==> src/pkg/debug_event_pkg.sv <==
// package for the debug event control block: register numbers, field
// positions, reset values and reset request codes.
// assumes a 32-bit special register port with a 10-bit register number.
`default_nettype none

package debug_event_pkg;

    // ----------------------------------------------------------------
    // special register numbers
    // ----------------------------------------------------------------
    localparam logic [9:0] SPR_DEBUG_CONTROL_ZERO = 10'h134; // control word
    localparam logic [9:0] SPR_DATA_WATCH_ONE = 10'h13C; // watch address one
    localparam logic [9:0] SPR_DATA_WATCH_TWO = 10'h13D; // watch address two

    // ----------------------------------------------------------------
    // control word fields; the documented bit n sits at vector bit 31-n
    // ----------------------------------------------------------------
    localparam int EXT_DEBUG_POS = 31; // documented bit 0
    localparam int INT_DEBUG_POS = 30; // documented bit 1
    localparam int RST_HI_POS = 29; // documented bits 2:3
    localparam int RST_LO_POS = 28;
    localparam int COMPLETION_POS = 27; // documented bit 4
    localparam int BRANCH_POS = 26; // documented bit 5
    localparam int INTERRUPT_POS = 25; // documented bit 6
    localparam int TRAP_POS = 24; // documented bit 7
    localparam int IAC_HI_POS = 23; // comparator 1, documented bit 8
    localparam int IAC_LO_POS = 20; // comparator 4, documented bit 11
    localparam int WATCH1_LOAD_POS = 19; // documented bit 12
    localparam int WATCH1_STORE_POS = 18; // documented bit 13
    localparam int WATCH2_LOAD_POS = 17; // documented bit 14
    localparam int WATCH2_STORE_POS = 16; // documented bit 15
    localparam int RETURN_POS = 15; // documented bit 16
    localparam int FREEZE_POS = 0; // documented bit 31

    // stored bits: everything except the reset field and the reserved span
    localparam logic [31:0] CTRL_STORE_MASK = 32'hCFFF8001;
    localparam logic [31:0] CTRL_RESET = 32'h00000000;
    localparam logic [31:0] WATCH_RESET = 32'h00000000;
    localparam logic [31:0] READ_ZERO = 32'h00000000;

    // ----------------------------------------------------------------
    // reset request codes
    // ----------------------------------------------------------------
    localparam logic [1:0] RST_NONE = 2'h0;
    localparam logic [1:0] RST_CORE = 2'h1;
    localparam logic [1:0] RST_CHIP = 2'h2;
    localparam logic [1:0] RST_SYSTEM = 2'h3;

endpackage

`default_nettype wire

==> src/hdl/debug_event_control.sv <==
// debug event control: control word, two data watch addresses, event gating.
// assumes the pipeline inputs are on ref_clk_i and are one-cycle pulses,
// and that the special register port gives one access per request cycle.
//
// Function
// - control bit 0 enables external debug mode
// - control bit 1 enables internal debug mode
// - bits 2:3 request none/core/chip/system reset
// - bit 4 enables completion events, trace-gated
// - bit 5 enables taken branch events, trace-gated
// - bit 6 interrupt events; critical blocked internally
// - bit 7 enables trap events
// - bits 8-11 enable instruction comparators 1-4
// - bits 12-15 enable data watch load/store events
// - bit 16 return events; critical returns trace-gated
// - bit 31 freezes timers while status set
// - watch registers hold full 32-bit byte address
// - control word at 0x134, supervisor only
// - watch registers at 0x13C, 0x13D, supervisor only
`default_nettype none

module debug_event_control
    import debug_event_pkg::*;
(
    input wire logic ref_clk_i,
    input wire logic rst_n_i,
    // special register port
    input wire logic spr_req_i,
    input wire logic spr_write_i,
    input wire logic [9:0] spr_num_i,
    input wire logic [31:0] spr_wdata_i,
    input wire logic supervisor_i,
    output logic spr_ack_o,
    output logic spr_denied_o,
    output logic [31:0] spr_rdata_o,
    // pipeline side
    input wire logic machine_state_trace_allow_i,
    input wire logic debug_wait_i,
    input wire logic instr_complete_i,
    input wire logic branch_taken_i,
    input wire logic interrupt_i,
    input wire logic interrupt_critical_i,
    input wire logic trap_i,
    input wire logic [3:0] instr_addr_match_i,
    input wire logic return_i,
    input wire logic return_critical_i,
    input wire logic data_acc_valid_i,
    input wire logic data_acc_store_i,
    input wire logic [31:0] data_acc_addr_i,
    input wire logic debug_status_event_set_i,
    // results
    output logic external_debug_o,
    output logic internal_debug_o,
    output logic reset_req_o,
    output logic [1:0] reset_kind_o,
    output logic completion_event_o,
    output logic branch_event_o,
    output logic interrupt_event_o,
    output logic trap_event_o,
    output logic [3:0] instr_addr_event_o,
    output logic data_watch1_load_event_o,
    output logic data_watch1_store_event_o,
    output logic data_watch2_load_event_o,
    output logic data_watch2_store_event_o,
    output logic return_event_o,
    output logic freeze_timers_o
);

    // ----------------------------------------------------------------
    // register port decode
    // ----------------------------------------------------------------
    logic [31:0] ctrl_r; // stored control bits, reset field never held
    wire logic [31:0] watch1_addr; // watch register one contents
    wire logic [31:0] watch2_addr; // watch register two contents
    wire logic sel_ctrl; // number hits the control word
    wire logic sel_w1;
    wire logic sel_w2;
    wire logic mapped;
    wire logic allowed; // supervisor access only
    wire logic wr_ok; // a write that takes effect
    wire logic wr_ctrl;
    wire logic wr_w1;
    wire logic wr_w2;
    wire logic [31:0] rd_mux; // read data before the output flop
    wire logic [31:0] ctrl_nxt;
    wire logic [1:0] rst_field; // reset code carried by a control write

    assign sel_ctrl = (spr_num_i == SPR_DEBUG_CONTROL_ZERO);
    assign sel_w1 = (spr_num_i == SPR_DATA_WATCH_ONE);
    assign sel_w2 = (spr_num_i == SPR_DATA_WATCH_TWO);
    assign mapped = sel_ctrl | sel_w1 | sel_w2;
    // user-state accesses are refused whole: no store, zero read data
    assign allowed = spr_req_i & supervisor_i & mapped;
    assign wr_ok = allowed & spr_write_i;
    assign wr_ctrl = wr_ok & sel_ctrl;
    assign wr_w1 = wr_ok & sel_w1;
    assign wr_w2 = wr_ok & sel_w2;

    // reserved and reset-field bits are masked out of the stored word
    assign ctrl_nxt = wr_ctrl ? (spr_wdata_i & CTRL_STORE_MASK) : ctrl_r;
    assign rst_field = {spr_wdata_i[RST_HI_POS], spr_wdata_i[RST_LO_POS]};

    // read data: reserved bits and the reset field always read zero
    assign rd_mux = !(allowed & ~spr_write_i) ? READ_ZERO :
                    sel_ctrl ? ctrl_r :
                    sel_w1 ? watch1_addr :
                    watch2_addr;

    // ----------------------------------------------------------------
    // mode and gating terms
    // ----------------------------------------------------------------
    wire logic ext_mode; // external debug mode on
    wire logic int_mode; // internal debug mode on
    wire logic any_mode;
    wire logic override; // external or wait mode lifts internal gating
    wire logic trace_blocked; // internal mode with trace allowance off
    wire logic crit_blocked; // internal mode alone
    wire logic completion_nxt;
    wire logic branch_nxt;
    wire logic interrupt_nxt;
    wire logic trap_nxt;
    wire logic [3:0] iac_nxt;
    wire logic return_nxt;
    wire logic freeze_nxt;

    assign ext_mode = ctrl_r[EXT_DEBUG_POS];
    assign int_mode = ctrl_r[INT_DEBUG_POS];
    // events are only meaningful while some debug mode is on
    assign any_mode = ext_mode | int_mode | debug_wait_i;
    assign override = ext_mode | debug_wait_i;
    assign trace_blocked = int_mode & ~machine_state_trace_allow_i & ~override;
    assign crit_blocked = int_mode & ~override;

    assign completion_nxt = instr_complete_i & ctrl_r[COMPLETION_POS] & any_mode &
                            ~trace_blocked;
    assign branch_nxt = branch_taken_i & ctrl_r[BRANCH_POS] & any_mode &
                        ~trace_blocked;
    // critical interrupts are blocked in internal mode even with trace allowed
    assign interrupt_nxt = interrupt_i & ctrl_r[INTERRUPT_POS] & any_mode &
                           ~(interrupt_critical_i & crit_blocked);
    assign trap_nxt = trap_i & ctrl_r[TRAP_POS] & any_mode;
    // comparator 1 takes the highest enable bit, comparator 4 the lowest
    assign iac_nxt = {instr_addr_match_i[0], instr_addr_match_i[1],
                      instr_addr_match_i[2], instr_addr_match_i[3]} &
                     ctrl_r[IAC_HI_POS:IAC_LO_POS] & {4{any_mode}};
    // only the critical returns are trace-gated
    assign return_nxt = return_i & ctrl_r[RETURN_POS] & any_mode &
                        ~(return_critical_i & trace_blocked);
    assign freeze_nxt = ctrl_r[FREEZE_POS] & debug_status_event_set_i;

    // ----------------------------------------------------------------
    // control word and port answer
    // ----------------------------------------------------------------
    // control word storage and one-cycle access answer
    always_ff @(posedge ref_clk_i) begin
        if (!rst_n_i) begin
            ctrl_r <= CTRL_RESET;
            spr_ack_o <= 1'b0;
            spr_denied_o <= 1'b0;
            spr_rdata_o <= READ_ZERO;
        end else begin
            ctrl_r <= ctrl_nxt;
            spr_ack_o <= spr_req_i;
            spr_denied_o <= spr_req_i & mapped & ~supervisor_i;
            spr_rdata_o <= rd_mux;
        end
    end

    // ----------------------------------------------------------------
    // reset request
    // ----------------------------------------------------------------
    // any nonzero code pulses the request once; the code is held for the
    // reset controller, which needs it after the pulse has gone
    always_ff @(posedge ref_clk_i) begin
        if (!rst_n_i) begin
            reset_req_o <= 1'b0;
            reset_kind_o <= RST_NONE;
        end else begin
            reset_req_o <= wr_ctrl & (rst_field != RST_NONE);
            if (wr_ctrl & (rst_field != RST_NONE)) begin
                reset_kind_o <= rst_field;
            end
        end
    end

    // ----------------------------------------------------------------
    // event and mode outputs
    // ----------------------------------------------------------------
    // one-cycle event pulses, one edge after the pipeline pulse
    always_ff @(posedge ref_clk_i) begin
        if (!rst_n_i) begin
            external_debug_o <= 1'b0;
            internal_debug_o <= 1'b0;
            completion_event_o <= 1'b0;
            branch_event_o <= 1'b0;
            interrupt_event_o <= 1'b0;
            trap_event_o <= 1'b0;
            instr_addr_event_o <= 4'h0;
            return_event_o <= 1'b0;
            freeze_timers_o <= 1'b0;
        end else begin
            external_debug_o <= ctrl_nxt[EXT_DEBUG_POS];
            internal_debug_o <= ctrl_nxt[INT_DEBUG_POS];
            completion_event_o <= completion_nxt;
            branch_event_o <= branch_nxt;
            interrupt_event_o <= interrupt_nxt;
            trap_event_o <= trap_nxt;
            instr_addr_event_o <= iac_nxt;
            return_event_o <= return_nxt;
            freeze_timers_o <= freeze_nxt;
        end
    end

    // ----------------------------------------------------------------
    // data watch comparators
    // ----------------------------------------------------------------
    data_watch_unit watch_one (
        .ref_clk_i(ref_clk_i),
        .rst_n_i(rst_n_i),
        .wr_en_i(wr_w1),
        .wr_data_i(spr_wdata_i),
        .acc_valid_i(data_acc_valid_i),
        .acc_store_i(data_acc_store_i),
        .acc_addr_i(data_acc_addr_i),
        .load_enable_i(ctrl_r[WATCH1_LOAD_POS] & any_mode),
        .store_enable_i(ctrl_r[WATCH1_STORE_POS] & any_mode),
        .addr_o(watch1_addr),
        .load_hit_o(data_watch1_load_event_o),
        .store_hit_o(data_watch1_store_event_o)
    );

    data_watch_unit watch_two (
        .ref_clk_i(ref_clk_i),
        .rst_n_i(rst_n_i),
        .wr_en_i(wr_w2),
        .wr_data_i(spr_wdata_i),
        .acc_valid_i(data_acc_valid_i),
        .acc_store_i(data_acc_store_i),
        .acc_addr_i(data_acc_addr_i),
        .load_enable_i(ctrl_r[WATCH2_LOAD_POS] & any_mode),
        .store_enable_i(ctrl_r[WATCH2_STORE_POS] & any_mode),
        .addr_o(watch2_addr),
        .load_hit_o(data_watch2_load_event_o),
        .store_hit_o(data_watch2_store_event_o)
    );

endmodule

`default_nettype wire

==> src/hdl/data_watch_unit.sv <==
// one data watch address register with its byte address comparator.
// assumes load/store attempts arrive on the core clock, one per cycle.
`default_nettype none

module data_watch_unit
    import debug_event_pkg::*;
(
    input wire logic ref_clk_i,
    input wire logic rst_n_i,
    input wire logic wr_en_i,
    input wire logic [31:0] wr_data_i,
    input wire logic acc_valid_i,
    input wire logic acc_store_i,
    input wire logic [31:0] acc_addr_i,
    input wire logic load_enable_i,
    input wire logic store_enable_i,
    output logic [31:0] addr_o,
    output logic load_hit_o,
    output logic store_hit_o
);

    // ----------------------------------------------------------------
    // compare
    // ----------------------------------------------------------------
    wire logic addr_equal; // full byte address match, no masking
    wire logic load_hit_nxt;
    wire logic store_hit_nxt;

    assign addr_equal = (acc_addr_i == addr_o);
    assign load_hit_nxt = acc_valid_i & ~acc_store_i & addr_equal & load_enable_i;
    assign store_hit_nxt = acc_valid_i & acc_store_i & addr_equal & store_enable_i;

    // ----------------------------------------------------------------
    // storage
    // ----------------------------------------------------------------
    // address register and registered hit pulses
    always_ff @(posedge ref_clk_i) begin
        if (!rst_n_i) begin
            addr_o <= WATCH_RESET;
            load_hit_o <= 1'b0;
            store_hit_o <= 1'b0;
        end else begin
            if (wr_en_i) begin
                addr_o <= wr_data_i;
            end
            load_hit_o <= load_hit_nxt;
            store_hit_o <= store_hit_nxt;
        end
    end

endmodule

`default_nettype wire

==> config.mk <==
export PLATFORM = sky130hd
export DESIGN_NAME = debug_event_control
export DESIGN_NICKNAME = d
export VERILOG_FILES = /design/src/pkg/debug_event_pkg.sv /design/src/hdl/debug_event_control.sv /design/src/hdl/data_watch_unit.sv
export SDC_FILE = /design/constraint.sdc
export NUM_CORES = 1
export LEC_CHECK = 0
export ABC_AREA = 1
export ABC_CLOCK_PERIOD_IN_PS = 1900
export BUFFER_PORTS_ARGS = -buffer_cell sky130_fd_sc_hd__buf_2
export CAP_MARGIN = 0
export CELL_PAD_IN_SITES_DETAIL_PLACEMENT = 1
export CELL_PAD_IN_SITES_GLOBAL_PLACEMENT = 1
export CORE_MARGIN = 4
export CORE_UTILIZATION = 37
export DETAILED_ROUTE_END_ITERATION = 10
export HOLD_SLACK_MARGIN = 0.12
export PLACE_DENSITY_LB_ADDON = 0.1
export SLEW_MARGIN = 40
export SYNTH_ARGS = -nofsm -noshare
export SYNTH_HDL_FRONTEND = slang
export SYNTH_SLANG_ARGS = --single-unit
==> constraint.sdc <==
create_clock -name ref_clk_i -period 1.9 [get_ports ref_clk_i]
set_clock_uncertainty 0.2 [all_clocks]
set_input_delay 0.095 -clock ref_clk_i [delete_from_list [all_inputs] [get_ports ref_clk_i]]
set_output_delay 0.095 -clock ref_clk_i [all_outputs]
set_load 0.005 [all_outputs]
Yosys cells after proc, flatten, opt, wreduce, memory -nomap -nowiden --
Cells that the tools add are included. W data, S select, Z words.
Word-level totals: output and inout port bits 53, ROM bits 0, bits of input ports 95, bits in writable memories 0, bits in latches 0, word-level logic and storage cells 94, memories 0, register bits after elaboration 133
Cells by class: eq/ne operators 5, $add $sub $neg 0, bitwise gates (word level) 60, divide/modulo/power cells 0, multiplexer cells 3, multiply operators 0, shift-type cells 0, magnitude comparators 0, reduce and logical (&&, ||, !) cells 3
Operators by type and width (number):
- $mux W32 | 3
- $eq A32 B32 Y1 | 2
- $and A1 B1 Y1 | 44
- $eq A10 B9 Y1 const B | 3
- $not A1 Y1 | 9
- $and A4 B4 Y4 | 2
- $or A1 B1 Y1 | 5
- $reduce_and A2 Y1 | 1
- $reduce_bool A2 Y1 | 1
- $reduce_or A2 Y1 | 1

Logic depth before layout (Yosys ltp) --
depth in word-level cells 8, gate-level depth with buffers 11, depth with buffers taken out 10

Cells and area by module --
A second synthesis with hierarchy kept.
Unflattened totals: cell total of the unflattened synthesis 757, area, all modules 5808.1 um^2
Modules (own cells, without submodules):
- data_watch_unit | area each 1610.3 um^2, instances 2, cells an instance 226
- debug_event_control | area each 2587.5 um^2, instances 1, cells an instance 305

Least setup slack after synthesis --
OpenSTA, ideal clock, no wires.
path kind in2reg, start point in spr_num_i[0], end point reg ctrl_r[15], path buffers 2, arrival time 1.114 ns, path slack 0.472 ns, stages 7, cells stage by stage nor2_2 -> nand3_1 -> nor2_4 -> nand4_1 -> buf_2 -> buf_2 -> o21a_1
On the way: word-level cells in the longest chain between the ends 6
Ends and longest elaborated chain:
- start: declaration | RTL line debug_event_control.sv:30 | input wire logic [9:0] spr_num_i,
- $eq A10 B9 Y1 (on tied branches) | RTL line debug_event_control.sv:88, debug_event_control.sv:89
- $or A1 B1 Y1 (2 in series) | RTL line debug_event_control.sv:91 | assign mapped = sel_ctrl | sel_w1 | sel_w2;
- $and A1 B1 Y1 | RTL line debug_event_control.sv:93 | assign allowed = spr_req_i & supervisor_i & mapped;
- $and A1 B1 Y1 | RTL line debug_event_control.sv:94 | assign wr_ok = allowed & spr_write_i;
- $and A1 B1 Y1 * | RTL line debug_event_control.sv:95 | assign wr_ctrl = wr_ok & sel_ctrl;
- end signal: assignment | RTL line debug_event_control.sv:162 | ctrl_r <= ctrl_nxt;
- end: declaration | RTL line debug_event_control.sv:72 | logic [31:0] ctrl_r;
Mark *: on every way between the ends. The rest lies on a longest branch, timed or not. A chain may end at the register's enable or synchronous reset.

Worst setup path in the final report --
start point in supervisor_i, end point reg watch_two.addr_o[10]
On the way: word-level cells in the longest chain between the ends 4
Ends and longest elaborated chain:
- start: declaration | RTL line debug_event_control.sv:32 | input wire logic supervisor_i,
- $and A1 B1 Y1 (2 in series) | RTL line debug_event_control.sv:93
- $and A1 B1 Y1 | RTL line debug_event_control.sv:94
- $and A1 B1 Y1 | RTL line debug_event_control.sv:97 | assign wr_w2 = wr_ok & sel_w2;
- end signal: assignment | RTL line data_watch_unit.sv:44 | addr_o <= wr_data_i;
- end: declaration | RTL line data_watch_unit.sv:17 | output logic [31:0] addr_o,
Every way passes these cells.

==> impl_results.md <==
- Status: finished, final reports clean
- Diodes inserted: 0
- Max Fclk: 0.538 GHz
- Layer with the highest usage: met2
- First-pass GRT wire length: 36.5 mm
- Net count after synthesis: 915
- Fraction of registers with async set/reset: 0%
- Critical Setup Path Class: input port to register
- H-Tree Depth: 4
- Overflow after GRT: 0
- Placer Congestion: 0.890
- Area Growth Syn to Fin: 45.4%
- EDFF count, synth: 0
- Final Hold Viols: 0
- Slew @ Worst Pin: 594 ps
- Worst VDD drop: 0.615 mV
- Drt via density: 5.04
- Setup WS pre-CTS: 79.7 ps
- Final HPWL DP: 15.6 mm
- Clk_lat worst skew: 420 ps
- Comb pwr share: 7.2%
- Dpl cell area: 6840 um2
- Slew headroom: 60.4%
- Worst Path Required: 2050 ps
- Final net count: 1159
- Leak: 0.00385 uW
- Sequential Power Share: 42.0%
- GRT Total Usage: 26.1%
- Pwr dens: 770 nW/um2
- Commonest non-fill, non-tap cell in the layout: nand2_1
- Die ar.: 17900 um2
- CP Capture Type: register
- CTS tree: built
- Unrepaired setup endpoints after global routing: yes
- Final worst slack: 41.7 ps
- Clock sinks: 131
- Drt initial violations: 375
- Sequential share of the synthesized area: 44.9%
- I/O pin total: 148
- Pre-Repair DR Iteration Count: 5
- PnR Total Power: 6540 uW
- Internal power: 5060 uW
- Syn_area_per_cell: 7.12 um2
- Max Cap Viol: 0
- Port buffer count: 147
- Clock power share: 50.8%
- Reg clk slew, reported paths: 60 ps
- Vias in the first global route: 6868
- Antenna violations before repair: 0
- Most frequent cells in the layout: nand2_1, buf_2, dfxtp_1
- Post-synth top flop: dfxtp_1
- Post-route cell area: 8490 um2
- Via count: 6490
- Setup violators final: 0
- DRT antenna net count: 0
- CTS root buf: clkbuf_16
- Core footprint: 15300 um2
- Die width: 134 um
- Worst Hold Class: input port to register
- Die height: 134 um
- Min cycle time layout: 1860 ps
- NetSw: 1480 uW
- Final hold slack: 91.5 ps
- Initial Util: 38.1%
- Layout cell share with drive strength beyond 1: 19.9%
- FF+latch count, synth: 131
- Critical Path AT: 2010 ps
- Synth Instances: 820
- Cell Area, Synth: 5840 um2
- Met3 Track Usage GR: 4.91%
- Pins over their slew limit: 0
- Grt met2 use: 46.3%
- Num CTS Buffers: 17
- Largest net degree at the start of global routing: 65
- Layout Cells excl Fill: 1288
- Netlist cell types: 31
- Drc violations: 0
- Final WL: 24.1 mm
- DR WL/cell: 18.7 um
- Crit path max fanout: 16
- Met1 usage: 31.9%
- CTS Buffer Depth: 2
- Placed Cells: 1160
- Ys Warns: 0
- Tcrit/Tclk final: 97.8%
- Sw Ratio: 22.6%
- Crit path launch type: input port
- Row cnt: 45
## area by class of cell
cell class,count,area [um2]
fill,1991,6830
clock buffer,22,454
timing repair buffer,259,1920
multi-input combinational,578,2800
tap,211,264
clock inverter,10,133
inverter,77,292
sequential,131,2620
## flip-flops by register name, indices dropped and copies added, names as in the netlist, 2 cells and up
| signal | flops |
|---|---|
| reset_kind_o | 2 |
| watch_one.addr_o | 32 |
| instr_addr_event_o | 4 |
| spr_rdata_o | 32 |
| watch_two.addr_o | 32 |
| ctrl_r | 16 |
## worst max-delay path, cell delays in order
cell and delay (ps):
dlygate4sd3_1 520, clkbuf_4 200, nand4_4 130, inv_4 110, buf_12 170, nand2_1 70
dlygate4sd3_1 570, a21oi_1 120
## through the flow
stage / setup TNS (ps) / util [%]
floorplan: 0 / -
global placement: 0 / 44.7
detailed placement: 0 / 44.7
CTS: 0 / 54.5
global route: -93.1 / 55.4
finish: 0 / 55.4
## final timing paths
kind	from	cells past startpoint	to	slack [ps]
worst max-delay path	supervisor_i	8	watch_two.addr_o[10]$_SDFFE_PN0P_	40
worst min-delay path	spr_write_i	6	watch_two.addr_o[21]$_SDFFE_PN0P_	90
worst max register to register	watch_one.addr_o[31]$_SDFFE_PN0P_	5	watch_one.store_hit_o$_SDFF_PN0_	270
worst min register to register	ctrl_r[20]$_SDFFE_PN0P_	2	instr_addr_event_o[0]$_SDFF_PN0_	280
## layer usage
layer  vias to the layer above  wire length (um)
li1                       3100                 -
met1                      3168             10300
met2                       181             12200
met3                        41              1030
met4                         0               597
met5                         -                 0
## power by group through the flow
stage	sequential [uW]	combinational [uW]	clock [uW]
5_1_grt	2750	507	3490
3_3_place_gp	2810	321	0
4_1_cts	2750	452	3360
3_5_place_dp	2810	328	0
2_1_floorplan	2810	117	0
6_report	2750	469	3320
## kinds of logic (layout without fill, tap and decap cells)
family,after synthesis,in the layout,share of synthesized area [%]
compound gates,148,148,14.5
xor+xnor,30,30,4.50
buf+inv,111,368,7.84
flops,131,131,44.9
simple gates,400,400,28.2
## synth_stat cells (2+ instances only)
library cell,number,area (um2)
o21a_1,19,143
o21ai_0,23,115
nor3b_1,5,37.5
xor2_1,18,158
nand3_1,13,65.1
o22ai_1,10,62.6
o21bai_1,10,75.1
a211oi_1,7,52.6
inv_2,3,11.3
inv_1,74,278
nand3_2,2,20.0
nand4_1,11,68.8
xnor2_1,12,105
buf_4,3,22.5
buf_1,5,18.8
nor3_1,11,55.1
nor2_1,119,447
buf_2,12,60.1
nand2_1,230,863
a21oi_1,78,390
nand2_2,3,18.8
clkbuf_1,12,45.0
dfxtp_1,131,2620
buf_6,2,22.5
## timing repair
item / CTS / global route
resized for setup: 0 / 13
setup buffers: 0 / 1
setup endpoints to repair: 0 / 13
hold endpoints to repair: 109 / 5
hold buffers: 92 / 2
Note: power is estimated with default switching activity, not from simulation.
